<file path="config.mk">
export PLATFORM = sky130hd
export DESIGN_NAME = fbop_ctrl
export DESIGN_NICKNAME = d
export VERILOG_FILES = /design/src/rtl/fbop_pkg.sv /design/src/rtl/fbop_pins_if.sv /design/src/rtl/fbop_dq_drv.sv /design/src/rtl/fbop_ctrl.sv
export SDC_FILE = /design/constraint.sdc
export NUM_CORES = 1
export LEC_CHECK = 0
export BUFFER_PORTS_ARGS = -buffer_cell sky130_fd_sc_hd__buf_2
export CORE_MARGIN = 2
export CORE_UTILIZATION = 40
export CTS_CLUSTER_DIAMETER = 80
export DETAILED_ROUTE_END_ITERATION = 16
export GPL_TIMING_DRIVEN = 1
export PLACE_DENSITY_LB_ADDON = 0.12
export SLEW_MARGIN = 20
export SYNTH_ARGS = -nofsm -noshare
export SYNTH_HDL_FRONTEND = slang
export SYNTH_HIERARCHICAL = 1
export SYNTH_SLANG_ARGS = --single-unit
</file>
<file path="constraint.sdc">
create_clock -name clock_in -period 5 [get_ports clock_in]
set_clock_uncertainty 0.05 [all_clocks]
set_input_delay 0.75 -clock clock_in [delete_from_list [all_inputs] [get_ports clock_in]]
set_output_delay 0.75 -clock clock_in [all_outputs]
set_load 0.05 [all_outputs]
</file>
<file path="src/rtl/fbop_pkg.sv">
package fbop_pkg;
  // data pin and address widths
  localparam int DATA_W = 16;
  localparam int BYTE_W = 8;
  localparam int ADDR_W = 17;
  localparam int TOP_PIN = 15;
  // clock rate in kHz
  localparam int CLK_KHZ = 10000;
  // timing figures in ns, plain defaults
  localparam int RESET_PULSE_MIN_NS = 500;
  localparam int RESET_HIGH_TO_READ_NS = 50;
  localparam int SELECT_ACCESS_TIME_NS = 120;
  localparam int STROBE_NS = 100;
  // least times round up to whole cycles, never below one
  function automatic int fbop_cyc_up(input int ns);
    int c;
    c = (ns * (CLK_KHZ / 1000) + 999) / 1000;
    return (c < 1) ? 1 : c;
  endfunction : fbop_cyc_up
  localparam int RP_CYC = fbop_cyc_up(RESET_PULSE_MIN_NS);
  localparam int RH_CYC = fbop_cyc_up(RESET_HIGH_TO_READ_NS);
  localparam int CE_CYC = fbop_cyc_up(SELECT_ACCESS_TIME_NS);
  localparam int WR_CYC = fbop_cyc_up(STROBE_NS);
  localparam int CNT_W = 8;
  localparam logic [CNT_W-1:0] CNT_ZERO = 8'h00;
  localparam logic [CNT_W-1:0] CNT_ONE = 8'h01;
  // controller states
  typedef enum logic [2:0] {
    FBOP_IDLE = 3'b000,
    FBOP_RST = 3'b001,
    FBOP_RCVR = 3'b010,
    FBOP_RD = 3'b011,
    FBOP_WR = 3'b100,
    FBOP_WREND = 3'b101
  } fbop_state_e;
endpackage : fbop_pkg

</file>
<file path="src/rtl/fbop_pins_if.sv">
`timescale 1ns/1ns
// pin-level signals shared between the sequencer and pin driver
interface fbop_pins_if;
  logic [15:0] dq_o;
  logic [15:0] dq_oe;
  logic [15:0] dq_i;
  logic word_mode;
  logic byte_lsb;
  modport seq(output dq_o, output word_mode, output byte_lsb, input dq_i);
  modport drv(input dq_o, input word_mode, input byte_lsb, output dq_oe, output dq_i);
endinterface : fbop_pins_if

</file>
<file path="src/rtl/fbop_dq_drv.sv">
`timescale 1ns/1ns
// data pin enables and two-stage input sync
module fbop_dq_drv (
  // clock and control
  input wire logic clock_in,
  input wire logic rstn_in,
  input wire logic ce_in,
  input wire logic drive_in,
  // pin side
  input wire logic [15:0] pin_in,
  fbop_pins_if.drv pins
);
  logic [15:0] sync1_r;
  logic [15:0] sync2_r;
  logic [15:0] oe_w; // decoded pin enables
  ////////////////////////////////////////////////////////////////////////
  // enables: byte mode leaves 8..14 floating, 15 carries the lsb
  // decoded without a flop: the top module registers them once, so data
  // reaches the pins one cycle late, at the edge where the write strobe rises
  always_comb begin
    if (!drive_in) begin
      oe_w = 16'h0000;
    end else if (pins.word_mode) begin
      oe_w = 16'hFFFF;
    end else begin
      oe_w = 16'h80FF;
    end
  end
  // top pin always driven as address in byte mode
  assign pins.dq_oe = oe_w | {~pins.word_mode, 15'h0000};
  ////////////////////////////////////////////////////////////////////////
  // pins are asynchronous: two flops before use
  always_ff @(posedge clock_in) begin
    if (!rstn_in) begin
      sync1_r <= 16'h0000;
      sync2_r <= 16'h0000;
    end else if (ce_in) begin
      sync1_r <= pin_in;
      sync2_r <= sync1_r;
    end
  end
  assign pins.dq_i = sync2_r;
endmodule : fbop_dq_drv

</file>
<file path="src/rtl/fbop_ctrl.sv">
`timescale 1ns/1ns
module fbop_ctrl (
  // clock, reset, enable
  input wire logic clock_in,
  input wire logic rstn_in,
  input wire logic clk_en_in,
  // user request port
  input wire logic req_rd_in,
  input wire logic req_wr_in,
  input wire logic req_reset_in,
  input wire logic word_mode_in,
  input wire logic [16:0] addr_in,
  input wire logic byte_lsb_in,
  input wire logic [15:0] wdata_in,
  output logic busy_out,
  output logic done_out,
  output logic [15:0] rdata_out,
  output logic dev_ready_out,
  // flash pins
  output logic [16:0] addr_out,
  output logic ce_n_out,
  output logic oe_n_out,
  output logic we_n_out,
  output logic reset_n_out,
  output logic byte_n_out,
  input wire logic [15:0] dq_in,
  output logic [15:0] dq_out,
  output logic [15:0] dq_oe_out,
  input wire logic ready_busy_n_in
);
  fbop_pins_if pins ();
  fbop_pkg::fbop_state_e state_r;
  logic [fbop_pkg::CNT_W-1:0] cnt_r;
  logic rb_s1_r;
  logic rb_s2_r;
  logic drive_r;
  logic word_r;
  logic lsb_r;
  logic [15:0] wdata_r;
  logic [15:0] dq_w;
  ////////////////////////////////////////////////////////////////////////
  // pin driver instance
  fbop_dq_drv u_drv (
    .clock_in(clock_in),
    .rstn_in(rstn_in),
    .ce_in(clk_en_in),
    .drive_in(drive_r),
    .pin_in(dq_in),
    .pins(pins)
  );
  assign pins.word_mode = word_r;
  assign pins.byte_lsb = lsb_r;
  // top pin carries byte lsb in byte mode
  assign pins.dq_o = word_r ? wdata_r : {lsb_r, 7'h00, wdata_r[7:0]};
  ////////////////////////////////////////////////////////////////////////
  // ready/busy pin sync, two flops
  always_ff @(posedge clock_in) begin
    if (!rstn_in) begin
      rb_s1_r <= 1'b0;
      rb_s2_r <= 1'b0;
    end else if (clk_en_in) begin
      rb_s1_r <= ready_busy_n_in;
      rb_s2_r <= rb_s1_r;
    end
  end
  ////////////////////////////////////////////////////////////////////////
  // sequencer: reset pulse, recovery, read and write strobes
  always_ff @(posedge clock_in) begin
    if (!rstn_in) begin
      state_r <= fbop_pkg::FBOP_RST; // device reset on our reset too
      cnt_r <= fbop_pkg::CNT_ZERO;
      ce_n_out <= 1'b1;
      oe_n_out <= 1'b1;
      we_n_out <= 1'b1;
      reset_n_out <= 1'b0;
      drive_r <= 1'b0;
      word_r <= 1'b1;
      lsb_r <= 1'b0;
      wdata_r <= 16'h0000;
      addr_out <= 17'h00000;
      byte_n_out <= 1'b1;
      busy_out <= 1'b1;
      done_out <= 1'b0;
      rdata_out <= 16'h0000;
    end else if (clk_en_in) begin
      done_out <= 1'b0;
      unique case (state_r)
        fbop_pkg::FBOP_IDLE: begin
          // idle: select high, pins float except the top pin in byte mode, standby
          ce_n_out <= 1'b1;
          oe_n_out <= 1'b1;
          busy_out <= 1'b0;
          if (req_reset_in) begin
            reset_n_out <= 1'b0;
            cnt_r <= fbop_pkg::CNT_ZERO;
            busy_out <= 1'b1;
            state_r <= fbop_pkg::FBOP_RST;
          end else if (req_rd_in) begin
            addr_out <= addr_in;
            word_r <= word_mode_in;
            byte_n_out <= word_mode_in;
            lsb_r <= byte_lsb_in;
            drive_r <= 1'b0; // device owns the data pins; top pin stays address in byte mode
            ce_n_out <= 1'b0;
            oe_n_out <= 1'b0;
            we_n_out <= 1'b1;
            cnt_r <= fbop_pkg::CNT_ZERO;
            busy_out <= 1'b1;
            state_r <= fbop_pkg::FBOP_RD;
          end else if (req_wr_in) begin
            addr_out <= addr_in; // sector in upper bits
            word_r <= word_mode_in;
            byte_n_out <= word_mode_in;
            lsb_r <= byte_lsb_in;
            wdata_r <= wdata_in;
            drive_r <= 1'b1;
            ce_n_out <= 1'b0;
            oe_n_out <= 1'b1;
            we_n_out <= 1'b0;
            cnt_r <= fbop_pkg::CNT_ZERO;
            busy_out <= 1'b1;
            state_r <= fbop_pkg::FBOP_WR;
          end
        end
        fbop_pkg::FBOP_RST: begin
          // hold reset low for the minimum pulse width
          reset_n_out <= 1'b0;
          ce_n_out <= 1'b1;
          drive_r <= 1'b0;
          cnt_r <= cnt_r + fbop_pkg::CNT_ONE;
          if (cnt_r >= 8'(fbop_pkg::RP_CYC - 1)) begin
            reset_n_out <= 1'b1;
            cnt_r <= fbop_pkg::CNT_ZERO;
            state_r <= fbop_pkg::FBOP_RCVR;
          end
        end
        fbop_pkg::FBOP_RCVR: begin
          // wait high-to-read time and ready/busy high
          if (cnt_r < 8'(fbop_pkg::RH_CYC + 2)) begin
            cnt_r <= cnt_r + fbop_pkg::CNT_ONE;
          end else if (rb_s2_r) begin
            done_out <= 1'b1; // user may reissue
            state_r <= fbop_pkg::FBOP_IDLE;
          end
        end
        fbop_pkg::FBOP_RD: begin
          // full access time from select low, covers standby exit
          cnt_r <= cnt_r + fbop_pkg::CNT_ONE;
          if (cnt_r >= 8'(fbop_pkg::CE_CYC + 1)) begin
            rdata_out <= word_r ? pins.dq_i : {8'h00, pins.dq_i[7:0]};
            ce_n_out <= 1'b1;
            oe_n_out <= 1'b1;
            drive_r <= 1'b0;
            done_out <= 1'b1;
            state_r <= fbop_pkg::FBOP_IDLE;
          end
        end
        fbop_pkg::FBOP_WR: begin
          // write strobe width
          cnt_r <= cnt_r + fbop_pkg::CNT_ONE;
          if (cnt_r >= 8'(fbop_pkg::WR_CYC - 1)) begin
            we_n_out <= 1'b1;
            state_r <= fbop_pkg::FBOP_WREND;
          end
        end
        fbop_pkg::FBOP_WREND: begin
          // data held two cycles past write rise
          ce_n_out <= 1'b1;
          drive_r <= 1'b0;
          done_out <= 1'b1;
          state_r <= fbop_pkg::FBOP_IDLE;
        end
        default: state_r <= fbop_pkg::FBOP_IDLE;
      endcase
    end
  end
  ////////////////////////////////////////////////////////////////////////
  // ready flag and registered pin outputs
  always_ff @(posedge clock_in) begin
    if (!rstn_in) begin
      dev_ready_out <= 1'b0;
      dq_out <= 16'h0000;
      dq_oe_out <= 16'h0000;
    end else if (clk_en_in) begin
      dev_ready_out <= rb_s2_r;
      dq_out <= dq_w;
      dq_oe_out <= pins.dq_oe;
    end
  end
  assign dq_w = pins.dq_o;
endmodule : fbop_ctrl

</file>
==> results of run 1 <==
==> routing by layer <==
layer	vias to the layer above	part of all wire (%)
met5	-	0
met4	0	1.0
met3	12	4.5
met2	91	47
met1	2095	47
li1	2242	-
==> registers in the layout, indices dropped and copies added, names as in the netlist <==
name	cells
ce_n_out	1
rb_s2_r	1
done_out	1
reset_n_out	1
u_drv/sync1_r	16
rdata_out	16
wdata_r	16
dev_ready_out	1
busy_out	1
u_drv/pins.dq_i	16
oe_n_out	1
dq_oe_out	16
addr_out	17
cnt_r	8
drive_r	1
rb_s1_r	1
state_r	3
dq_out	16
we_n_out	1
lsb_r	1
pins.word_mode	1
==> worst min-delay path by stage <==
stage / endpoint / slack (ns) / cells past startpoint
global placement: rdata_out[13] / 0.39 / 2
finish: rdata_out[13] / 0.40 / 2
CTS: rdata_out[13] / 0.40 / 2
global route: rdata_out[0] / 0.42 / 2
floorplan: rdata_out[6] / 0.38 / 2
detailed placement: rdata_out[13] / 0.40 / 2
==> cell families (layout without fill, tap and decap cells) <==
kind of cell | count (synthesis) | count (layout)
AOI/OAI and AO/OA | 94 | 94
xor gates and xnor gates | 2 | 2
adders and majority gates | 2 | 2
buffers and inverters | 61 | 172
DFF | 136 | 136
muxes | 68 | 68
and+or+nand+nor | 243 | 243
==> power groups by stage <==
stage | combinational (mW) | clock, mW | sequential [mW]
after floorplan | 0.0836 | 0 | 1.13
after global placement | 0.120 | 0 | 1.13
after detailed placement | 0.122 | 0 | 1.13
after CTS | 0.123 | 1.27 | 1.11
after global routing | 0.134 | 1.32 | 1.11
final | 0.121 | 1.25 | 1.11
==> through the flow <==
stage / cell area [um^2] / hold WS (ns) / power (mW) / setup slack [ns]
6_report: 6690 / 0.398 / 2.48 / 2.69
2_1_floorplan: 5550 / 0.381 / 1.22 / 2.99
5_1_grt: 6690 / 0.422 / 2.56 / 2.46
3_3_place_gp: 6100 / 0.391 / 1.25 / 2.51
4_1_cts: 6690 / 0.401 / 2.50 / 2.70
3_5_place_dp: 6100 / 0.396 / 1.26 / 2.42
==> critical path, stage by stage (launching register included) <==
cell     delay [ns]
dfxtp_1        0.44
nor2_1         0.56
nand3_1        0.75
nand2_1        0.24
nand3_1        0.10
==> layout make-up <==
cell class / instances / share of cell area (%)
Sequential cell: 136 / 40.7
Multi-Input combinational cell: 409 / 36.6
Timing Repair Buffer: 133 / 10.1
Clock buffer: 24 / 7.50
Tap cell: 180 / 3.36
Clock inverter: 8 / 1.38
Inverter: 7 / 0.430
==> synthesized netlist by cell type, drive strengths merged <==
master,number,area share (%)
a211o,1,0.16
a21boi,6,0.81
a21o,1,0.14
a21oi,44,4.0
a221oi,1,0.16
a22oi,1,0.14
a31oi,2,0.23
a32o,1,0.18
and2,8,0.90
and2b,1,0.14
and3,4,0.45
and4,1,0.16
and4b,1,0.18
buf,36,5.1
clkbuf,18,1.2
dfxtp,136,49
ha,2,0.45
inv,7,0.47
mux2,1,0.20
mux2i,67,12
nand2,93,6.3
nand2b,4,0.45
nand3,36,3.3
nand3b,1,0.14
nand4,4,0.45
nand4b,2,0.32
nor2,46,3.1
nor2b,33,3.7
nor3,4,0.36
nor3b,1,0.14
nor4,3,0.88
o211a,1,0.18
o211ai,5,0.68
o21a,1,0.14
o21ai,25,2.3
o21ba,1,0.18
o22ai,2,0.23
o311ai,1,0.16
o32ai,1,0.16
or3,1,0.11
xnor2,2,0.32
==> metrics, run 1 <==
critical path fanouts, max 19; CTS max path bufs 2; xor/xnor share of the synthesized area 0.316%; # DRC 0; Fillers 1,354; post-DP HPWL 8350 um; period utilization 46.1%; critical path arrival 2.51 ns; pwr dens 370 nW/um^2; PortBufs 130; Multi-input gate area approximately 2400 um^2; Setup Viol. Count Final 0; number of global-route vias before repair 4,105; min-delay src rdata_out[13]; post-synthesis adder-cell area fraction less than 1%; max-cap viol count 0; post-synthesis simple-gate area fraction 21.2%; Resized cells post-CTS 0; reg-to-reg startpoint state_r[0]; fmax 434 MHz; Clock Sinks 136; worst r2r dst pins.word_mode; syn_area_per_cell 9.15 um^2; grt met2 use 27.0%; hold buffer count at CTS 0; grt ovf 0; first-pass detailed-route iteration total 4; commonest non-fill, non-tap cells in the layout 136 x dfxtp_1, 129 x buf_2, 92 x nand2_1; main combinational cell family by area after synthesis simple AND/OR/NAND/NOR gates; hold crit path type reg -> reg; DRT iter0 DRCs 199; Internal 1.95 mW; Global Route Usage Sum 17.5%; Max-Slew Margin vs Limit 28.1%; Die W between 100 and 150 um; Synth Register Bits 136; CTS root buf clkbuf_16; post-synthesis mux area share about an eighth; Clk pwr share 50.3%; later-pin clock latency in the skew report 0.42 ns; Syn Std Cell Area 5550 um^2; Psw 529 uW; Cell Rows 43; Comb power frac 4.9%; Core Util, Final 48.8%; fin crit period approximately 2.3 ns; die area 14,800 um^2; first-pass GRT wire length 20,200 um; share of cells above drive strength 1 a little under a quarter; Synth-to-Final Area Change 20.7%; number of cells after detailed placement 865; Worst Setup SP state_r[0]; Worst Setup EP pins.word_mode; most common cell after layout, fill and taps aside dfxtp_1; GPL Wtd Cong about 0.9; sw frac 21.4%; Max Slew Vio Count 0; met1 Use GR roughly 23%; CTS buffer count 17; via count 4,440; Nets 764; Initial Util a little over 40%; critical path required time 5.21 ns; Lkg Pwr 2.96 nW; register area share after synthesis 49.1%; CTS tree yes; post-CTS setup buffer count 0; H-tree depth 4; Post-Layout Cell Count 897; status completed; Mapped Nets 666; io pins 131; R2R depth 4; Worst-Margin Slew between 1 and 1.5 ns; Die Y 122 um; core area 13,700 um^2; library cells used by synthesis 52; unrepaired setup endpoints after global routing no; grt peak-use layer met2; pin count of the biggest net entering global routing between 80 and 90; Flop pwr share 44.8%; Ys Warns 6; ANT cells 0; final WL 12,600 um; met3 Use GR between 5 and 6%; post-synthesis compound-gate area fraction approximately 9.9%; Mapped Cells 606; crit start category flip-flop; setup slack, reg-to-reg 2.69 ns; register area 2720 um^2; Vias/cell 4.95; critical path class reg -> reg; post-route ant nets 0; final hold violations 0; worst vdd ir 0.000218 V; TNS Setup 0 ns; WL/cell about 14 um; Reg clk slew, reported paths 0.06 ns; initial antenna violation count 0; CP Capture Type flip-flop
(Power assumes the default switching activity.)
==> run 2: changes to the inputs <==
clock period = 2.1 ns   (was 5 ns; I/O delays follow)
==> run 2 against run 1 <==
Clock-buffer cell count decreased by 4. Non-clock buffer count grew 9. First-iteration DRC count rose by 4.5%. Sequential power increased by 140%. Sequential cell count unchanged. Register-to-register slack lost 2.5 ns. Highest routed layer is now met5.
==> metrics, run 2 (synthesis results as in run 1) <==
setup slack, reg-to-reg between 0.2 and 0.25 ns; Max-Slew Margin vs Limit between 60 and 70%; Global Route Usage Sum 17.4%; first-pass GRT wire length 20,000 um; CP Capture Type flip-flop; crit path max-delay cell type dfxtp_1; critical path arrival 2.14 ns; Comb power frac 5.0%; Max Slew Vio Count 0; number of global-route vias before repair 4,092; Clock Sinks 136; CTS max path bufs 2; Setup Viol. Count Final 0; first-pass detailed-route iteration total 4; PortBufs 130; status completed; GPL Wtd Cong 0.831; Hold Crit Depth 3; share of cells above drive strength 1 25.2%; Synth-to-Final Area Change 23.1%; die area 14,800 um^2; initial antenna violation count 2; worst-path cell chain nand2b_1, nor2_1, a221oi_1, o21ai_0, mux2i_1; min-delay src byte_lsb_in; Multi-input gate area 2450 um^2; Clk pwr share approximately 51%; WL/cell approximately 14 um; worst vdd ir ~0.00046 V; CP peak stage delay between 0.5 and 0.6 ns; Die W 122 um; CTS buffer count 17; most common cell after layout, fill and taps aside dfxtp_1; via count 4,368; DRT iter0 DRCs roughly 210; Reg with most FFs addr_out; grt ovf 0; post-DP HPWL 8380 um; period utilization 90.2%; Vias/cell around 4.8; Fillers 1,342; # DRC 0; critical path fanouts, max 14; max-cap viol count 0; worst r2r dst state_r[1]; Resized cells post-CTS 0; critical path required time 2.34 ns; hold path endpoint lsb_r; Psw 1.27 mW; Reg clk slew, reported paths 0.06 ns; TNS Setup 0 ns; commonest non-fill, non-tap cells in the layout 136 x dfxtp_1, 129 x buf_2, 92 x nand2_1; later-pin clock latency in the skew report a little over 0.4 ns; Pwr Total between 5 and 6 mW; reg-to-reg startpoint state_r[2]; Initial Util 40.4%; max reg flops 17; Lkg Pwr 3.02 nW; post-route ant nets 0; fmax 528 MHz; final hold violations 0; critical path class reg -> reg; io pins 131; crit start category flip-flop; hold crit path type in -> reg; H-tree depth 4; Internal around 4.7 mW; core area 13,700 um^2; hold buffer count at CTS 0; Die Y 122 um; R2R depth 5; register area ~2700 um^2; pin count of the biggest net entering global routing 71; Cell Rows 43; fin crit period 1.90 ns; final WL 12,400 um; unrepaired setup endpoints after global routing no; Flop pwr share 44.5%; sw frac 21.4%; post-CTS setup buffer count 0; CTS tree yes; Worst-Margin Slew 0.592 ns; CTS root buf clkbuf_16; pwr dens roughly 870 nW/um^2; Nets 773
run 2: cell types whose count changed in the layout (fill, tap and decap cells not counted), moves of 2 or more:
cell	previous run	this run
buf_4	4	9
buf_12	0	4
clkinv_4	0	2
clkbuf_8	5	2
run 2: final cells by class:
cell class / instances / share of cell area, %
flip-flops and latches: 136 / 39.9
multi-input cells: 409 / 35.9
repair buffers: 142 / 11.6
clock buffers: 20 / 6.69
well taps: 180 / 3.30
clock inverters: 12 / 2.18
inverters: 7 / 0.385
diodes: 1 / 0.0367
run 2: metrics by stage:
step                      setup WS [ns]  hold slack [ns]  area, um^2  cells  utilization, %
final                             0.205           0.0905        6820    907            49.7
after global routing             0.0605           0.0815        6820    906            49.7
after CTS                         0.101           0.0715        6820    906            49.7
after detailed placement          0.100            0.393        6210    874            45.3
after global placement            0.224            0.390        6210    874            45.3
after floorplan                   0.403            0.381        5550    606               -
run 2: layer usage:
metal	GRT usage (%)	vias to the layer above	wire length, um
met5	0	-	11
li1	-	2262	-
met3	5.99	14	586
met2	27.4	84	5960
met4	6.47	2	162
met1	22.1	2006	5680
run 2: worst max path at each step:
stage               slack (ns)       start            end  cells after the start
global placement          0.22  state_r[2]  rdata_out[13]                      4
finish                    0.20  state_r[2]     state_r[1]                      5
CTS                       0.10    cnt_r[0]  rdata_out[10]                      6
global route              0.06  state_r[0]       cnt_r[4]                      5
detailed placement        0.10    cnt_r[0]  rdata_out[10]                      6
floorplan                 0.40    cnt_r[0]  rdata_out[12]                      8
run 2: worst max-delay path, delay by kind of cell, from the launching register on:
family	cells	cell delay (ns)
DFF	1	0.54
and+or+nand+nor	2	0.33
muxes	1	0.15
AOI/OAI and AO/OA	2	0.70
run 2: power by group through the flow:
stage / Sequential, mW / Clock, mW / Combinational, mW
2_1_floorplan: 2.70 / 0 / 0.199
3_3_place_gp: 2.70 / 0 / 0.295
5_1_grt: 2.65 / 3.20 / 0.332
4_1_cts: 2.64 / 3.09 / 0.302
3_5_place_dp: 2.70 / 0 / 0.301
6_report: 2.64 / 3.00 / 0.299
==> run 3: changes to the inputs <==
RECOVER_POWER = 50   (was not set)
==> run 3 against run 2 <==
Non-clock buffer count unchanged. Worst setup slack worse by 0.0083 ns. Sequential share of layout area grew 0.41 points. Routed wire length grew 0.78%. Die area stayed put. Clock-buffer cell count unchanged. Highest routed layer unchanged. Critical endpoint unchanged. Total power is essentially flat. First-iteration DRC count grew 2.9%.
==> metrics, run 3 (synthesis results as in run 1) <==
first-pass GRT wire length about 20,000 um; post-route ant nets 0; grt ovf 0; register area 2720 um^2; io pins 131; critical path arrival about 2.1 ns; Nets 773; Internal between 4 and 5 mW; sw frac 21.4%; number of global-route vias before repair slightly above 4,000; most common cell after layout, fill and taps aside dfxtp_1; pin count of the biggest net entering global routing 71; Die Y around 120 um; core area 13,700 um^2; via count roughly 4,400; die area 14,800 um^2; Fillers 1,362; final hold violations 0; Clock Sinks around 140; critical path required time 2.34 ns; Max Slew Vio Count 0; share of cells above drive strength 1 roughly a fifth; later-pin clock latency in the skew report 0.42 ns; CTS buffer count 17; Resized cells post-CTS 0; period utilization 90.6%; Die W 122 um; H-tree depth 4; Initial Util between 40% and 50%; unrepaired setup endpoints after global routing no; Setup Viol. Count Final 0; WL/cell about 14 um; hold buffer count at CTS 0; pwr dens roughly 880 nW/um^2; Cell Rows between 40 and 50; critical path class reg -> reg; Global Route Usage Sum 17.4%; DRT iter0 DRCs 214; Clk pwr share ~51%; Comb power frac 5.0%; Vias/cell 4.83; initial antenna violation count 2; Flop pwr share 44.4%; final WL 12,500 um; CTS max path bufs 2; Worst-Margin Slew 1.16 ns; fin crit period around 1.9 ns; Reg clk slew, reported paths 0.06 ns; critical path fanouts, max 14; Multi-input gate area about 2400 um^2; status completed; crit start category flip-flop; Lkg Pwr 2.82 nW; Max-Slew Margin vs Limit between 20% and 30%; # DRC 0; Post-Layout Cell Count between 900 and 1,000; GPL Wtd Cong 0.831; commonest non-fill, non-tap cells in the layout 136 x dfxtp_1, 92 x nand2_1, 84 x buf_2; CP Capture Type flip-flop; hold crit path type in -> reg; number of cells after detailed placement 874; CTS tree yes; Psw 1.27 mW; post-DP HPWL 8380 um; TNS Setup 0 ns; Synth-to-Final Area Change 21.8%; max-cap viol count 0; Reg with most FFs addr_out; max reg flops 17; worst vdd ir 0.000462 V; fmax 525 MHz; first-pass detailed-route iteration total 4; CTS root buf clkbuf_16; PortBufs 130; post-CTS setup buffer count 0
run 3: cell types whose count changed in the layout (fill, tap and decap cells not counted), sizes merged:
cell	delta
buf	-49
clkbuf	+49
run 3: through the flow:
step                      setup WS [ns]  hold slack (ns)  utilization, %  instance area [um^2]  power, mW
after global routing             0.0605           0.0815            49.2                  6750       6.17
after detailed placement          0.100            0.393            45.3                  6210       3.00
after CTS                         0.101           0.0715            49.7                  6820       6.04
final                             0.197           0.0890            49.2                  6760       5.95
after global placement            0.224            0.390            45.3                  6210       2.99
after floorplan                   0.403            0.381               -                  5550       2.90
run 3: layout make-up:
class / count / share of cell area (%)
clock buffer: 20 / 6.76
sequential: 136 / 40.3
multi-input combinational: 409 / 36.2
timing repair buffer: 142 / 10.7
clock inverter: 12 / 2.20
inverter: 7 / 0.389
antenna: 1 / 0.0370
tap: 180 / 3.33
run 3: power by group through the flow:
stage          sequential (mW)  clock (mW)  combinational (mW)
2_1_floorplan             2.70           0               0.199
3_3_place_gp              2.70           0               0.295
3_5_place_dp              2.70           0               0.301
4_1_cts                   2.64        3.09               0.302
5_1_grt                   2.65        3.20               0.332
6_report                  2.64        3.01               0.299
run 3: final timing paths:
kind | start | endpoint | slack (ns) | depth (start not counted)
min | addr_in[13] | addr_out[13] | 0.09 | 3
max | state_r[2] | state_r[1] | 0.20 | 5
max reg2reg | state_r[2] | state_r[1] | 0.20 | 5
min reg2reg | rdata_out[2] | rdata_out[2] | 0.40 | 2
run 3: worst max-delay path, stage by stage (launching register included):
cell and delay, ns:
dfxtp_1 0.54, nand2b_1 0.20, nor2_1 0.13, a221oi_1 0.49, o21ai_0 0.22, mux2i_1 0.15
run 3: metal layers:
metal	GRT usage [%]	wire (um)	part of all wire (%)
met2	27.4	6040	48
met1	22.1	5640	45
met4	6.47	162	1.3
met3	5.99	648	5.2
met5	0	11	0.088
